<file path="src/include/pafs_pkg.sv">
// package for the port alternate function select block
package pafs_pkg;
    localparam int PORT_W = 8;
    // register indices on the plain register port
    localparam logic [3:0] REG_EN_A = 4'h0;
    localparam logic [3:0] REG_EN_B = 4'h1;
    localparam logic [3:0] REG_EN_C = 4'h2;
    localparam logic [3:0] REG_EN_D = 4'h3;
    localparam logic [3:0] REG_SEL_B1 = 4'h4;
    localparam logic [3:0] REG_SEL_C1 = 4'h5;
    localparam logic [3:0] REG_SEL_B2 = 4'h6;
    localparam logic [3:0] REG_SEL_C2 = 4'h7;
    localparam logic [3:0] REG_PKG = 4'h8;
    localparam logic [3:0] REG_STAT_C = 4'h9;
    localparam logic [7:0] RST_BYTE = 8'h00;
    // package select codes
    localparam logic [1:0] PKG_MID = 2'h1;
    localparam logic [1:0] PKG_LARGE = 2'h2;
    // pin positions
    localparam int PIN_ANA_POS = 0;
    localparam int PIN_ANA_NEG = 1;
    localparam int PIN_ANA_SIX = 2;
    localparam int PIN_CMP_OUT = 3;
    localparam int PIN_B_VREF = 5;
    localparam int PIN_TMR0 = 0;
    localparam int PIN_TMR1 = 6;
    localparam int PIN_RST = 0;

    typedef struct packed {
        logic [3:0] addr;
        logic [7:0] wdata;
        logic wr;
        logic rd;
    } pafs_bus_t;

    typedef struct packed {
        logic comparator_pos_input;
        logic comparator_neg_input;
        logic analog_in_six;
        logic vref_from_c;
        logic vref_from_b;
        logic comparator_output_pin;
    } pafs_analog_t;
endpackage : pafs_pkg

</file>
<file path="src/verilog/pafs_top.sv">
// port alternate function select: enables, set registers, pin routing
//
// Behaviour
// - port C pins 0,1 analog when select set
// - port C pin 2 analog or reference when set
// - reference on B5 large, C2 mid package
// - ports B, C use first set register only
// - port D pin 0 enable gives external reset
// - port A enable connects its single function
// - timer pins direction from timer configuration
`timescale 1ns/100ps
module pafs_top
    import pafs_pkg::*;
(
    // clock and reset
    input wire logic ref_clk,
    input wire logic srst,
    // register port
    input wire pafs_bus_t bus,
    output logic [7:0] rdata,
    // timer configuration (same clock)
    input wire logic tmr0_out_mode,
    input wire logic tmr1_out_mode,
    // port A routing
    output logic [PORT_W-1:0] a_alt_q,
    output logic tmr0_in_sel_q,
    output logic tmr0_outc_sel_q,
    output logic tmr1_in_sel_q,
    output logic tmr1_outc_sel_q,
    // port B, C, D routing
    output logic [PORT_W-1:0] b_alt_q,
    output logic [PORT_W-1:0] c_alt_q,
    output pafs_analog_t analog_q,
    output logic ext_reset_sel_q
);

////////////////////////////////////////////////////////////////////////////
// registers
logic [7:0] en_a_q, en_b_q, en_c_q, en_d_q;
logic [7:0] sel_b1_q, sel_c1_q, sel_b2_q, sel_c2_q;
logic [1:0] pkg_q;
logic [7:0] rdata_d;
logic [PORT_W-1:0] c_alt_d;
pafs_analog_t analog_d;

wire wr_en_a = bus.wr && bus.addr == REG_EN_A;
wire wr_en_b = bus.wr && bus.addr == REG_EN_B;
wire wr_en_c = bus.wr && bus.addr == REG_EN_C;
wire wr_en_d = bus.wr && bus.addr == REG_EN_D;
wire wr_sb1 = bus.wr && bus.addr == REG_SEL_B1;
wire wr_sc1 = bus.wr && bus.addr == REG_SEL_C1;
wire wr_sb2 = bus.wr && bus.addr == REG_SEL_B2;
wire wr_sc2 = bus.wr && bus.addr == REG_SEL_C2;
wire wr_pkg = bus.wr && bus.addr == REG_PKG;

always_ff @(posedge ref_clk) begin
    if (srst) begin
        en_a_q <= RST_BYTE;
        en_b_q <= RST_BYTE;
        en_c_q <= RST_BYTE;
        en_d_q <= RST_BYTE;
        sel_b1_q <= RST_BYTE;
        sel_c1_q <= RST_BYTE;
        sel_b2_q <= RST_BYTE;
        sel_c2_q <= RST_BYTE;
        pkg_q <= PKG_MID;
    end else begin
        if (wr_en_a) en_a_q <= bus.wdata;
        if (wr_en_b) en_b_q <= bus.wdata;
        if (wr_en_c) en_c_q <= bus.wdata;
        if (wr_en_d) en_d_q <= bus.wdata;
        if (wr_sb1) sel_b1_q <= bus.wdata;
        if (wr_sc1) sel_c1_q <= bus.wdata;
        // second set register is storage only for ports B and C
        if (wr_sb2) sel_b2_q <= bus.wdata;
        if (wr_sc2) sel_c2_q <= bus.wdata;
        if (wr_pkg) pkg_q <= bus.wdata[1:0];
    end
end

////////////////////////////////////////////////////////////////////////////
// routing
// enable gate
wire [7:0] c_live = en_c_q & sel_c1_q;
wire is_large = pkg_q == PKG_LARGE;
wire is_mid = pkg_q == PKG_MID;

always_comb begin
    analog_d.comparator_pos_input = c_live[PIN_ANA_POS];
    analog_d.comparator_neg_input = c_live[PIN_ANA_NEG];
    analog_d.analog_in_six = c_live[PIN_ANA_SIX];
    analog_d.vref_from_c = c_live[PIN_ANA_SIX] && is_mid;
    analog_d.vref_from_b = en_b_q[PIN_B_VREF] && sel_b1_q[PIN_B_VREF]
        && is_large;
    // comparator output when select is zero
    analog_d.comparator_output_pin = en_c_q[PIN_CMP_OUT]
        && !sel_c1_q[PIN_CMP_OUT];
    c_alt_d = RST_BYTE;
    c_alt_d[PIN_ANA_POS] = c_live[PIN_ANA_POS];
    c_alt_d[PIN_ANA_NEG] = c_live[PIN_ANA_NEG];
    c_alt_d[PIN_ANA_SIX] = c_live[PIN_ANA_SIX];
    c_alt_d[PIN_CMP_OUT] = analog_d.comparator_output_pin;
end

always_ff @(posedge ref_clk) begin
    if (srst) begin
        a_alt_q <= RST_BYTE;
        b_alt_q <= RST_BYTE;
        c_alt_q <= RST_BYTE;
        analog_q <= '0;
        ext_reset_sel_q <= 1'b0;
        tmr0_in_sel_q <= 1'b0;
        tmr0_outc_sel_q <= 1'b0;
        tmr1_in_sel_q <= 1'b0;
        tmr1_outc_sel_q <= 1'b0;
        rdata <= RST_BYTE;
    end else begin
        a_alt_q <= en_a_q;
        b_alt_q <= en_b_q & sel_b1_q;
        c_alt_q <= c_alt_d;
        analog_q <= analog_d;
        ext_reset_sel_q <= en_d_q[PIN_RST];
        tmr0_in_sel_q <= en_a_q[PIN_TMR0] && !tmr0_out_mode;
        tmr0_outc_sel_q <= en_a_q[PIN_TMR0] && tmr0_out_mode;
        tmr1_in_sel_q <= en_a_q[PIN_TMR1] && !tmr1_out_mode;
        tmr1_outc_sel_q <= en_a_q[PIN_TMR1] && tmr1_out_mode;
        rdata <= rdata_d;
    end
end

////////////////////////////////////////////////////////////////////////////
// read mux
always_comb begin
    rdata_d = RST_BYTE;
    if (bus.rd) begin
        case (bus.addr)
            REG_EN_A: rdata_d = en_a_q;
            REG_EN_B: rdata_d = en_b_q;
            REG_EN_C: rdata_d = en_c_q;
            REG_EN_D: rdata_d = en_d_q;
            REG_SEL_B1: rdata_d = sel_b1_q;
            REG_SEL_C1: rdata_d = sel_c1_q;
            REG_SEL_B2: rdata_d = sel_b2_q;
            REG_SEL_C2: rdata_d = sel_c2_q;
            REG_PKG: rdata_d = {6'h00, pkg_q};
            REG_STAT_C: rdata_d = c_alt_q;
            default: rdata_d = RST_BYTE;
        endcase
    end
end

////////////////////////////////////////////////////////////////////////////
// checks
AST_C_ANALOG: assert property (@(posedge ref_clk) disable iff (srst)
    analog_q.comparator_pos_input
        == $past(en_c_q[PIN_ANA_POS] && sel_c1_q[PIN_ANA_POS]))
    else $error("pos input routing wrong");
AST_C_SIX: assert property (@(posedge ref_clk) disable iff (srst)
    analog_q.analog_in_six
        |-> $past(en_c_q[PIN_ANA_SIX] && sel_c1_q[PIN_ANA_SIX]))
    else $error("pin six routing wrong");
AST_VREF: assert property (@(posedge ref_clk) disable iff (srst)
    !(analog_q.vref_from_b && analog_q.vref_from_c))
    else $error("two reference pins");
AST_SEL2: assert property (@(posedge ref_clk) disable iff (srst)
    b_alt_q == $past(en_b_q & sel_b1_q))
    else $error("port B ignores first set");
AST_EN: assert property (@(posedge ref_clk) disable iff (srst)
    ($past(en_c_q) == RST_BYTE && $past(srst) == 1'b0)
        |-> c_alt_q == RST_BYTE)
    else $error("routed without enable");
AST_RST: assert property (@(posedge ref_clk) disable iff (srst)
    ext_reset_sel_q == $past(en_d_q[PIN_RST]))
    else $error("reset pin routing wrong");
AST_A: assert property (@(posedge ref_clk) disable iff (srst)
    a_alt_q == $past(en_a_q))
    else $error("port A routing wrong");
AST_TMR: assert property (@(posedge ref_clk) disable iff (srst)
    !(tmr0_in_sel_q && tmr0_outc_sel_q))
    else $error("timer pin both ways");
AST_RSV: assert property (@(posedge ref_clk) disable iff (srst)
    c_alt_q[PORT_W-1:PIN_CMP_OUT+1] == '0)
    else $error("reserved pin routed");
AST_C_NEG: assert property (@(posedge ref_clk) disable iff (srst)
    analog_q.comparator_neg_input
        == $past(en_c_q[PIN_ANA_NEG] && sel_c1_q[PIN_ANA_NEG]))
    else $error("neg input routing wrong");
AST_VREF_C: assert property (@(posedge ref_clk) disable iff (srst)
    analog_q.vref_from_c == $past(en_c_q[PIN_ANA_SIX]
        && sel_c1_q[PIN_ANA_SIX] && pkg_q == PKG_MID))
    else $error("reference on port C wrong");
AST_VREF_B: assert property (@(posedge ref_clk) disable iff (srst)
    analog_q.vref_from_b == $past(en_b_q[PIN_B_VREF]
        && sel_b1_q[PIN_B_VREF] && pkg_q == PKG_LARGE))
    else $error("reference on port B wrong");
AST_CMP_OUT: assert property (@(posedge ref_clk) disable iff (srst)
    c_alt_q[PIN_CMP_OUT] == $past(en_c_q[PIN_CMP_OUT]
        && !sel_c1_q[PIN_CMP_OUT]))
    else $error("comparator output routing wrong");
AST_TMR1: assert property (@(posedge ref_clk) disable iff (srst)
    !(tmr1_in_sel_q && tmr1_outc_sel_q))
    else $error("timer one pin both ways");
AST_TMR_IN0: assert property (@(posedge ref_clk) disable iff (srst)
    tmr0_in_sel_q == $past(en_a_q[PIN_TMR0] && !tmr0_out_mode))
    else $error("timer zero input routing wrong");
AST_TMR_OUT0: assert property (@(posedge ref_clk) disable iff (srst)
    tmr0_outc_sel_q == $past(en_a_q[PIN_TMR0] && tmr0_out_mode))
    else $error("timer zero output routing wrong");
AST_TMR_OUT1: assert property (@(posedge ref_clk) disable iff (srst)
    tmr1_outc_sel_q == $past(en_a_q[PIN_TMR1] && tmr1_out_mode))
    else $error("timer one output routing wrong");
AST_RD_IDLE: assert property (@(posedge ref_clk) disable iff (srst)
    !$past(bus.rd) |-> rdata == RST_BYTE)
    else $error("read data outside read cycle");
COV_ANA: cover property (@(posedge ref_clk) analog_q.comparator_pos_input);
COV_VREF: cover property (@(posedge ref_clk) analog_q.vref_from_b);
COV_TMR: cover property (@(posedge ref_clk) tmr1_outc_sel_q);
COV_EXT: cover property (@(posedge ref_clk) ext_reset_sel_q);
COV_CMP: cover property (@(posedge ref_clk) analog_q.comparator_output_pin);
endmodule : pafs_top

</file>
<file path="config.mk">
export PLATFORM = sky130hd
export DESIGN_NAME = pafs_top
export DESIGN_NICKNAME = d
export VERILOG_FILES = /design/src/include/pafs_pkg.sv /design/src/verilog/pafs_top.sv
export SDC_FILE = /design/constraint.sdc
export NUM_CORES = 1
export LEC_CHECK = 0
export BUFFER_PORTS_ARGS = -buffer_cell sky130_fd_sc_hd__buf_4
export CAP_MARGIN = 20
export CORE_MARGIN = 5
export CORE_UTILIZATION = 45
export DETAILED_ROUTE_END_ITERATION = 6
export GPL_TIMING_DRIVEN = 0
export PLACE_DENSITY = 0.69
export SYNTH_ARGS = -nofsm -noshare
export SYNTH_HDL_FRONTEND = slang
export SYNTH_SLANG_ARGS = --single-unit
export TNS_END_PERCENT = 1
</file>
<file path="constraint.sdc">
create_clock -name ref_clk -period 1.4 [get_ports ref_clk]
set_clock_uncertainty 0.2 [all_clocks]
set_input_delay 0.28 -clock ref_clk [delete_from_list [all_inputs] [get_ports ref_clk]]
set_output_delay 0.28 -clock ref_clk [all_outputs]
set_load 0.1 [all_outputs]
</file>
# Word level (Yosys, flattened, before mapping)
# Cells that the tools add are included.
# word_totals
word_cells	62
register_bits	109
rom_bits	0
inputBits	18
ram_bits	0
mem_count	0
out_inout_bits	43
latch_bits	0
# classes
n_reduce_logical	22
div	0
n_lt_le_gt_ge	0
eq_ne	11
n_bitwise	3
mul	0
n_addsub	0
n_shift	0
muxes	1
# op_table
op	count
one-hot mux 8 bit (10 select lines)	1
logical AND 1 bit	17
== test 4 x 3 -> 1 bit (second input constant)	4
bitwise AND 8 bit	1
== test 4 x 2 -> 1 bit (second input constant)	2
== test 4 bit (second input constant)	2
== test 4 x 1 -> 1 bit (second input constant)	1
logical NOT 4 bit	1
bitwise AND 3 bit	1
logical NOT 1 bit	3
== test 2 x 1 -> 1 bit (second input constant)	1
== test 2 bit (second input constant)	1
OR reduction 2 bit	1
inverter 1 bit	1

# Depth between registers and ports, before layout
# Gate-level depths: netlist (run 1).
# depth
word_depth	2
mapped_depth	6
depth_no_buf	3

# Worst setup path after synthesis (run 1)
# Ideal clock, no wire load.
# synth_timing
path_kind	reg-to-output
from	register c_alt_q[2]
to	output port c_alt_q[2]
stages_incl_launch_ff	2
setup_slack_ps	-448
t_arrival_ps	1368
t_required_ps	920
path_buffers	1
path_cell_list	dfxtp_1 > buf_4
# synth_rtl
element	line_no	rtl
start, declared	pafs_top.sv:32	output logic [PORT_W-1:0] c_alt_q,
start signal, assigned	pafs_top.sv:120	c_alt_q <= c_alt_d;
# No word-level cell between the ends.

# Worst setup path in the final report (run 1)
# layout_timing
from	register c_alt_q[2]
to	output port c_alt_q[2]
# No word-level cell between the ends.

==> results of run 1 <==
==> timing repair <==
item                                    CTS  global route
resized for setup                       152            36
setup buffers                             3             0
endpoints found under the setup margin   68            90
hold endpoints to repair                  4             0
pin swaps                                 0             2
hold buffers                              2             0
==> state kept, by name, summed over array words and instances (netlist names) <==
register / flops
analog_q: 2
sel_c2_q: 8
tmr0_in_sel_q: 1
c_alt_q: 4
sel_c1_q: 8
en_c_q: 8
ext_reset_sel_q: 1
en_b_q: 8
rdata: 8
tmr0_outc_sel_q: 1
sel_b2_q: 8
en_d_q: 8
en_a_q: 8
tmr1_outc_sel_q: 1
pkg_q: 2
sel_b1_q: 8
a_alt_q: 8
tmr1_in_sel_q: 1
b_alt_q: 8
==> layer usage <==
| metal | GRT usage | vias to the layer above |
|---|---|---|
| met5 | 0 | - |
| met4 | 0.112 | 0 |
| met3 | 0.0505 | 40 |
| met2 | 0.397 | 258 |
| met1 | 0.356 | 2022 |
| li1 | - | 1946 |
==> layout make-up <==
cell class,count,share of cell area
tap,133,0.0285
clock inverter,6,0.0120
clock buffer,9,0.0212
sequential,101,0.354
timing repair buffer,52,0.145
inverter,2,0.00128
multi-input combinational,342,0.366
buffer,67,0.0713
==> cell families (layout without fill, tap and decap cells) <==
group / after synthesis / count (layout) / synth area share
mux: 19 / 19 / 0.0433
flops: 101 / 101 / 0.454
compound gates: 163 / 163 / 0.200
simple gates: 156 / 156 / 0.219
buf+inv: 69 / 136 / 0.0826
other cells: 1 / 4 / 0.000842
==> through the flow <==
step                setup WS, ps  TNS [ps]  total power, mW
finish                     -96.5      -605             5.44
global route                -120     -1420             5.60
CTS                         -101      -744             5.42
detailed placement          -581    -30680             3.55
global placement            -555    -29890             3.54
floorplan                   -109     -1820             3.36
==> power by group through the flow <==
stage          clock network [mW]  registers, mW  logic, mW
2_1_floorplan                   0           3.00      0.363
5_1_grt                      2.02           2.92      0.654
3_5_place_dp                    0           2.98      0.568
6_report                     1.89           2.92      0.625
4_1_cts                      1.91           2.92      0.586
3_3_place_gp                    0           2.98      0.563
==> worst register-to-register path, delay by kind of cell (launching register included) <==
family	cells	cell delay (ps)
multiplexers	1	100
AO/OA/AOI/OAI	2	560
flip-flops	1	380
==> cell usage in the layout, fill, tap and decap left out, drive strengths merged, types with 4 or more instances in the layout <==
cell | netlist | layout
buf | 36 | 80
nor2b | 16 | 16
a41oi | 5 | 5
nor2 | 6 | 6
nor3b | 6 | 6
nand4 | 4 | 4
inv | 2 | 5
a21oi | 65 | 65
nand3 | 67 | 67
and3 | 13 | 13
o22a | 4 | 4
o21ai | 77 | 77
clkbuf | 31 | 46
nand3b | 11 | 11
and3b | 9 | 9
dfxtp | 101 | 101
mux2i | 17 | 17
a211o | 4 | 4
conb | 1 | 4
==> worst max path at each step <==
stage,from,end,depth (start not counted)
global route,c_alt_q[0],c_alt_q[0],2
global placement,srst,en_c_q[1],4
floorplan,c_alt_q[3],c_alt_q[3],1
detailed placement,srst,en_c_q[4],4
finish,c_alt_q[2],c_alt_q[2],2
CTS,c_alt_q[0],c_alt_q[0],2
==> summary.md, run 1 <==
| Metric | Value |
|---|---|
| Slowest-stage cell, CP | dfxtp_4 |
| Max frequency | roughly 670 MHz |
| Final Hold Fails | 0 |
| Fin. max-slew vios | 0 |
| Routed WL per cell | 21.2 µm |
| Antenna Nets Post-Route | 0 |
| Comb power frac | 0.115 |
| Initial DRC count | between 400 and 500 |
| Crit Reg-Reg Endpoint | rdata[6] |
| Most frequent cell after synthesis | dfxtp_1 |
| CTS tree | yes |
| Dominant cell type by area after synthesis | dfxtp_1 |
| Yosys warns | 0 |
| Fraction of power spent switching nets | 0.280 |
| TritonCTS Sinks | about 100 |
| Largest stage delay, worst path | 370 ps |
| Hold WS | 18.9 ps |
| DR top layer | met4 |
| WP data required | roughly 920 ps |
| H-tree Lvls | 3 |
| Worst slew pin tran | 671 ps |
| Worst path bufs/invs | 2 |
| Yosys reg bits | just over 100 |
| Placed Area | 4990 µm² |
| Syn Area/Cell | 8.75 µm² |
| Status | finished with violations |
| Tmin final | 1500 ps |
| Mapped Cells | 509 |
| Cts bufs inserted | 9 |
| # diodes | 0 |
| Height of the die | 109 µm |
| Fin nets | 593 |
| Congestion Overflow GR | 0 |
| Fin area | 5840 µm² |
| Fillers | 858 |
| Leak | 2.11 nW |
| Initial antenna violation count | 0 |
| RSZ-0062 raised after global routing | yes |
| Wl on met1 | 6110 µm |
| Die width | 109 µm |
| R2R setup slack | 80 ps |
| Placed Cells | approximately 690 |
| Top cells by area, synth | dfxtp_1 45%, o21ai_0 8.5%, nand3_1 7.5% |
| Ports | 61 |
| Cell internal pwr | 3.91 mW |
| Worst Hold Endpoint | pkg_q[1] |
| Pwr/cell area | 930 nW/µm² |
| Row cnt | 36 |
| Top cell family by delay on the critical path | flip-flops |
| Async SR Flop Fraction | 0 |
| Final setup vio count | 9 |
| Class of the most critical setup path | reg -> out |
| Max Cap Viol | 0 |
| Starting Density | 0.458 |
| NetSw | 1.52 mW |
| # port buffers | 47 |
| 1st-pass router iterations | 5 |
| Synth top area share | 0.454 |
| R2R depth | 3 |
| Vias per std cell | between 5 and 6 |
| Area taken by flip-flops and latches | 2070 µm² |
| Post-Syn Area | 4450 µm² |
| Final WL | approximately 15,000 µm |
| Buffer depth of the longest clock path | 2 |
| Sequential share of power | 0.536 |
| Clock network latency to the later pin of the worst-skew pair | 380 ps |
| Finished Layout Cells | 712 |
| Hold_sp | bus[1] |
| Crit-path max FO | 3 |
| Remaining DRCs | 0 |
| Primary FF master, synth | dfxtp_1 |
| VDD IR-drop max | 0.502 mV |
| Gr usage total | 0.259 |
| RR Startpoint | en_d_q[6] |
| Met2 wire len | 6830 µm |
| Failing checks | setup timing |
| Worst setup EP type | primary output |
| CTS Root Cell | clkbuf_8 |
| Commonest cells post-synth | 101 x dfxtp_1, 76 x o21ai_0, 67 x nand3_1 |
| Via count | ~4,300 |
| Vias in the first global route | ~4,100 |
| Hold path depth | 3 |
| First-pass GRT wire length | roughly 23,000 µm |
| Netlist cell types | 47 |
| Die area | 12,000 µm² |
| Layout cells sized above 1 | 0.282 |
| CP Cell Sequence | buf_6 > buf_12 |
| Worst setup margin | -96.5 ps |
| Clock power frac | 0.349 |
| Post-synthesis sequential area ratio | 0.454 |
| Detailed Place HPWL | 10,500 µm |
| Core area | slightly below 10,000 µm² |
| Number of synthesized flops with an enable pin | 0 |
| Slew HR | 0.553 |
| GP Congestion | 0.945 |
| Area Growth Syn to Fin | 31.3% |
| CTS clock-pin slew for the worst setup and hold paths | roughly 100 ps |
| Hold WC Path Type | in -> reg |
| WP data arrival | 1020 ps |
| Worst setup SP type | flip-flop |
| Period utilisation layout | 1.07 |
| Largest net degree at the start of global routing | 18 |
| Post-Route Utilization | 0.601 |
| Area of the multi-input gates | about 2100 µm² |
| Routed met3 length | ~1600 µm |
No activity file was read; power rests on OpenSTA's default activity.
==> run 2: changes to the inputs <==
Settings changed: PLACE_DENSITY 0.69 to 0.67.
Clock period 1.4 ns to 1.7 ns, I/O delays scaled along.
==> summary.md, run 2 (synthesized netlist as in run 1, its figures left out) <==
| Metric | Value |
|---|---|
| Status | finished clean |
| Worst setup margin | 45.6 ps (+142 ps) |
| Layout cells sized above 1 | 0.189 (-0.0926) |
| WP data arrival | 1110 ps (+90 ps) |
| Top cell family by delay on the critical path | buffers and inverters |
| Area taken by flip-flops and latches | 2020 µm² (-2.3%) |
| Gr usage total | 0.254 (-0.00561) |
| Clock power frac | 0.359 (+0.010) |
| Comb power frac | 0.108 (-0.007) |
| Crit Reg-Reg Endpoint | rdata[2] |
| Fin. max-slew vios | 0 (unchanged) |
| CTS clock-pin slew for the worst setup and hold paths | 110 ps (about the same) |
| Tmin final | around 1700 ps |
| Core area | 9730 µm² (unchanged) |
| Pwr/cell area | 865 nW/µm² (-7.0%) |
| RR Startpoint | sel_c2_q[2] |
| Vias per std cell | 5.85 (-2.4%) |
| CTS Root Cell | clkbuf_8 |
| Initial DRC count | 419 (-10%) |
| Largest net degree at the start of global routing | 19 (+1) |
| Cts bufs inserted | 9 (unchanged) |
| Ports | 61 (unchanged) |
| Period utilisation layout | 0.973 |
| Class of the most critical setup path | reg -> out |
| Detailed Place HPWL | 10,600 µm (+0.78%) |
| Leak | 1.96 nW (-7.3%) |
| Final Hold Fails | 0 (unchanged) |
| R2R setup slack | 340 ps (+260 ps) |
| Final setup vio count | 0 (-9) |
| Sequential share of power | 0.532 (-0.004) |
| Fillers | 971 (+13%) |
| Number of setup buffers added after CTS | 0 (-3) |
| Fraction of power spent switching nets | 0.286 (+0.00615) |
| Worst setup SP type | flip-flop |
| Die area | 12,000 µm² (unchanged) |
| WP data required | 1160 ps (+240 ps) |
| Final WL | 14,800 µm (-1.8%) |
| Vias in the first global route | 3,889 (-4.9%) |
| RSZ-0062 raised after global routing | no |
| H-tree Lvls | 3 (unchanged) |
| Crit-path max FO | 3 (unchanged) |
| Initial antenna violation count | 0 (unchanged) |
| Most common cell after layout, fill and taps aside | dfxtp_1 |
| Slowest-stage cell, CP | dfxtp_1 |
| Hold WC Path Type | in -> reg |
| Cell internal pwr | 3.22 mW (-18%) |
| Largest stage delay, worst path | 360 ps (about the same) |
| Commonest non-fill, non-tap cells in the layout | 100 x dfxtp_1, 76 x o21ai_0, 67 x nand3_1, 65 x a21oi_1, 56 x buf_4 |
| TNS Setup | 0 ps (+605 ps) |
| Remaining DRCs | 0 (unchanged) |
| Antenna Nets Post-Route | 0 (unchanged) |
| TritonCTS Sinks | 101 (unchanged) |
| Area of the multi-input gates | 2070 µm² (-3.1%) |
| Critical path depth in cells | 2 (unchanged) |
| Worst path bufs/invs | 2 (unchanged) |
| Max frequency | 604 MHz |
| CP Cell Sequence | buf_4 > buf_4 |
| First-pass GRT wire length | 22,500 µm (-2.4%) |
| Slew HR | 0.497 (-0.0560) |
| Via count | 4,151 (-2.7%) |
| Starting Density | 0.458 (unchanged) |
| 1st-pass router iterations | 5 (unchanged) |
| Row cnt | 36 (unchanged) |
| Height of the die | 109 µm (unchanged) |
| CTS tree | yes |
| # port buffers | 47 (unchanged) |
| Crit path to | c_alt_q[0] |
| Clock network latency to the later pin of the worst-skew pair | 380 ps (about the same) |
| VDD IR-drop max | 0.574 mV (+14%) |
| Max Cap Viol | 0 (unchanged) |
| Die width | 109 µm (unchanged) |
| Area Growth Syn to Fin | 17.2% |
| R2R depth | 3 (unchanged) |
| NetSw | 1.29 mW (-15%) |
| CP dominant cell by count | buf_4 |
| GP Congestion | 1.05 (+11%) |
| CP Launch Point | c_alt_q[0] |
| Congestion Overflow GR | 0 (unchanged) |
| Buffer depth of the longest clock path | 2 (unchanged) |
| Worst setup EP type | primary output |
| Routed WL per cell | 20.9 µm (-1.5%) |
| DP Worst Slack | -338 ps (+243 ps) |
| Fin nets | 590 (-0.51%) |
| Worst slew pin tran | 755 ps (+83.9 ps) |
| # diodes | 0 (unchanged) |
[run 2: per-layer routing]
layer / part of all wire / GRT usage / routed length, µm / vias to the layer above
li1: - / - / - / 1943
met1: 0.42 / 0.352 / 6290 / 1955
met2: 0.45 / 0.391 / 6710 / 227
met3: 0.098 / 0.0505 / 1460 / 26
met4: 0.024 / 0.0926 / 356 / 0
met5: 0 / 0 / 0 / -
[run 2: timing repair]
| item | 4_1_cts | 5_1_grt |
|---|---|---|
| endpoints found under the hold margin | 4 | 0 |
| gates resized for setup | 1 | 3 |
| endpoints found under the setup margin | 1 | 11 |
| hold buffers | 2 | 0 |
[run 2: area by class of cell]
type / instances / area share
clock buffer: 9 / 0.0237
timing repair buffer: 49 / 0.0729
sequential: 101 / 0.388
inverter: 2 / 0.00144
multi-input combinational: 342 / 0.397
tap: 133 / 0.0319
buffer: 67 / 0.0693
clock inverter: 7 / 0.0158
[run 2: how the worst min path moves through the flow]
stage | start | endpoint | slack, ps | depth (start not counted)
after CTS | bus[1] | pkg_q[1] | 80 | 3
after global routing | bus[1] | pkg_q[1] | 90 | 3
after detailed placement | en_d_q[5] | en_d_q[5] | 270 | 2
after floorplan | tmr0_out_mode | tmr0_in_sel_q | 210 | 1
final | bus[1] | pkg_q[1] | 90 | 3
after global placement | en_c_q[5] | en_c_q[5] | 260 | 2
[run 2: tightest hold or removal path: cells and delay by family]
family	cells	cell delay [ps]
buf+inv	1	140
simple gates	1	80
compound gates	1	60
[run 2: stage by stage]
step	area [µm²]	total power, mW	utilization	hold slack [ps]	std cells
final	5220	4.51	0.536	94.6	710
after global routing	5220	4.66	0.536	93.6	710
after CTS	5210	4.51	0.536	82.1	710
after detailed placement	4980	2.93	0.512	266	692
after global placement	4980	2.92	0.512	260	692
after floorplan	4460	2.77	-	212	512
[run 2: power groups by stage]
stage                     sequential (mW)  combinational, mW  clock [mW]
after global placement               2.46              0.464           0
after detailed placement             2.46              0.469           0
final                                2.40              0.488        1.62
after CTS                            2.40              0.474        1.64
after floorplan                      2.47              0.299           0
after global routing                 2.41              0.511        1.74
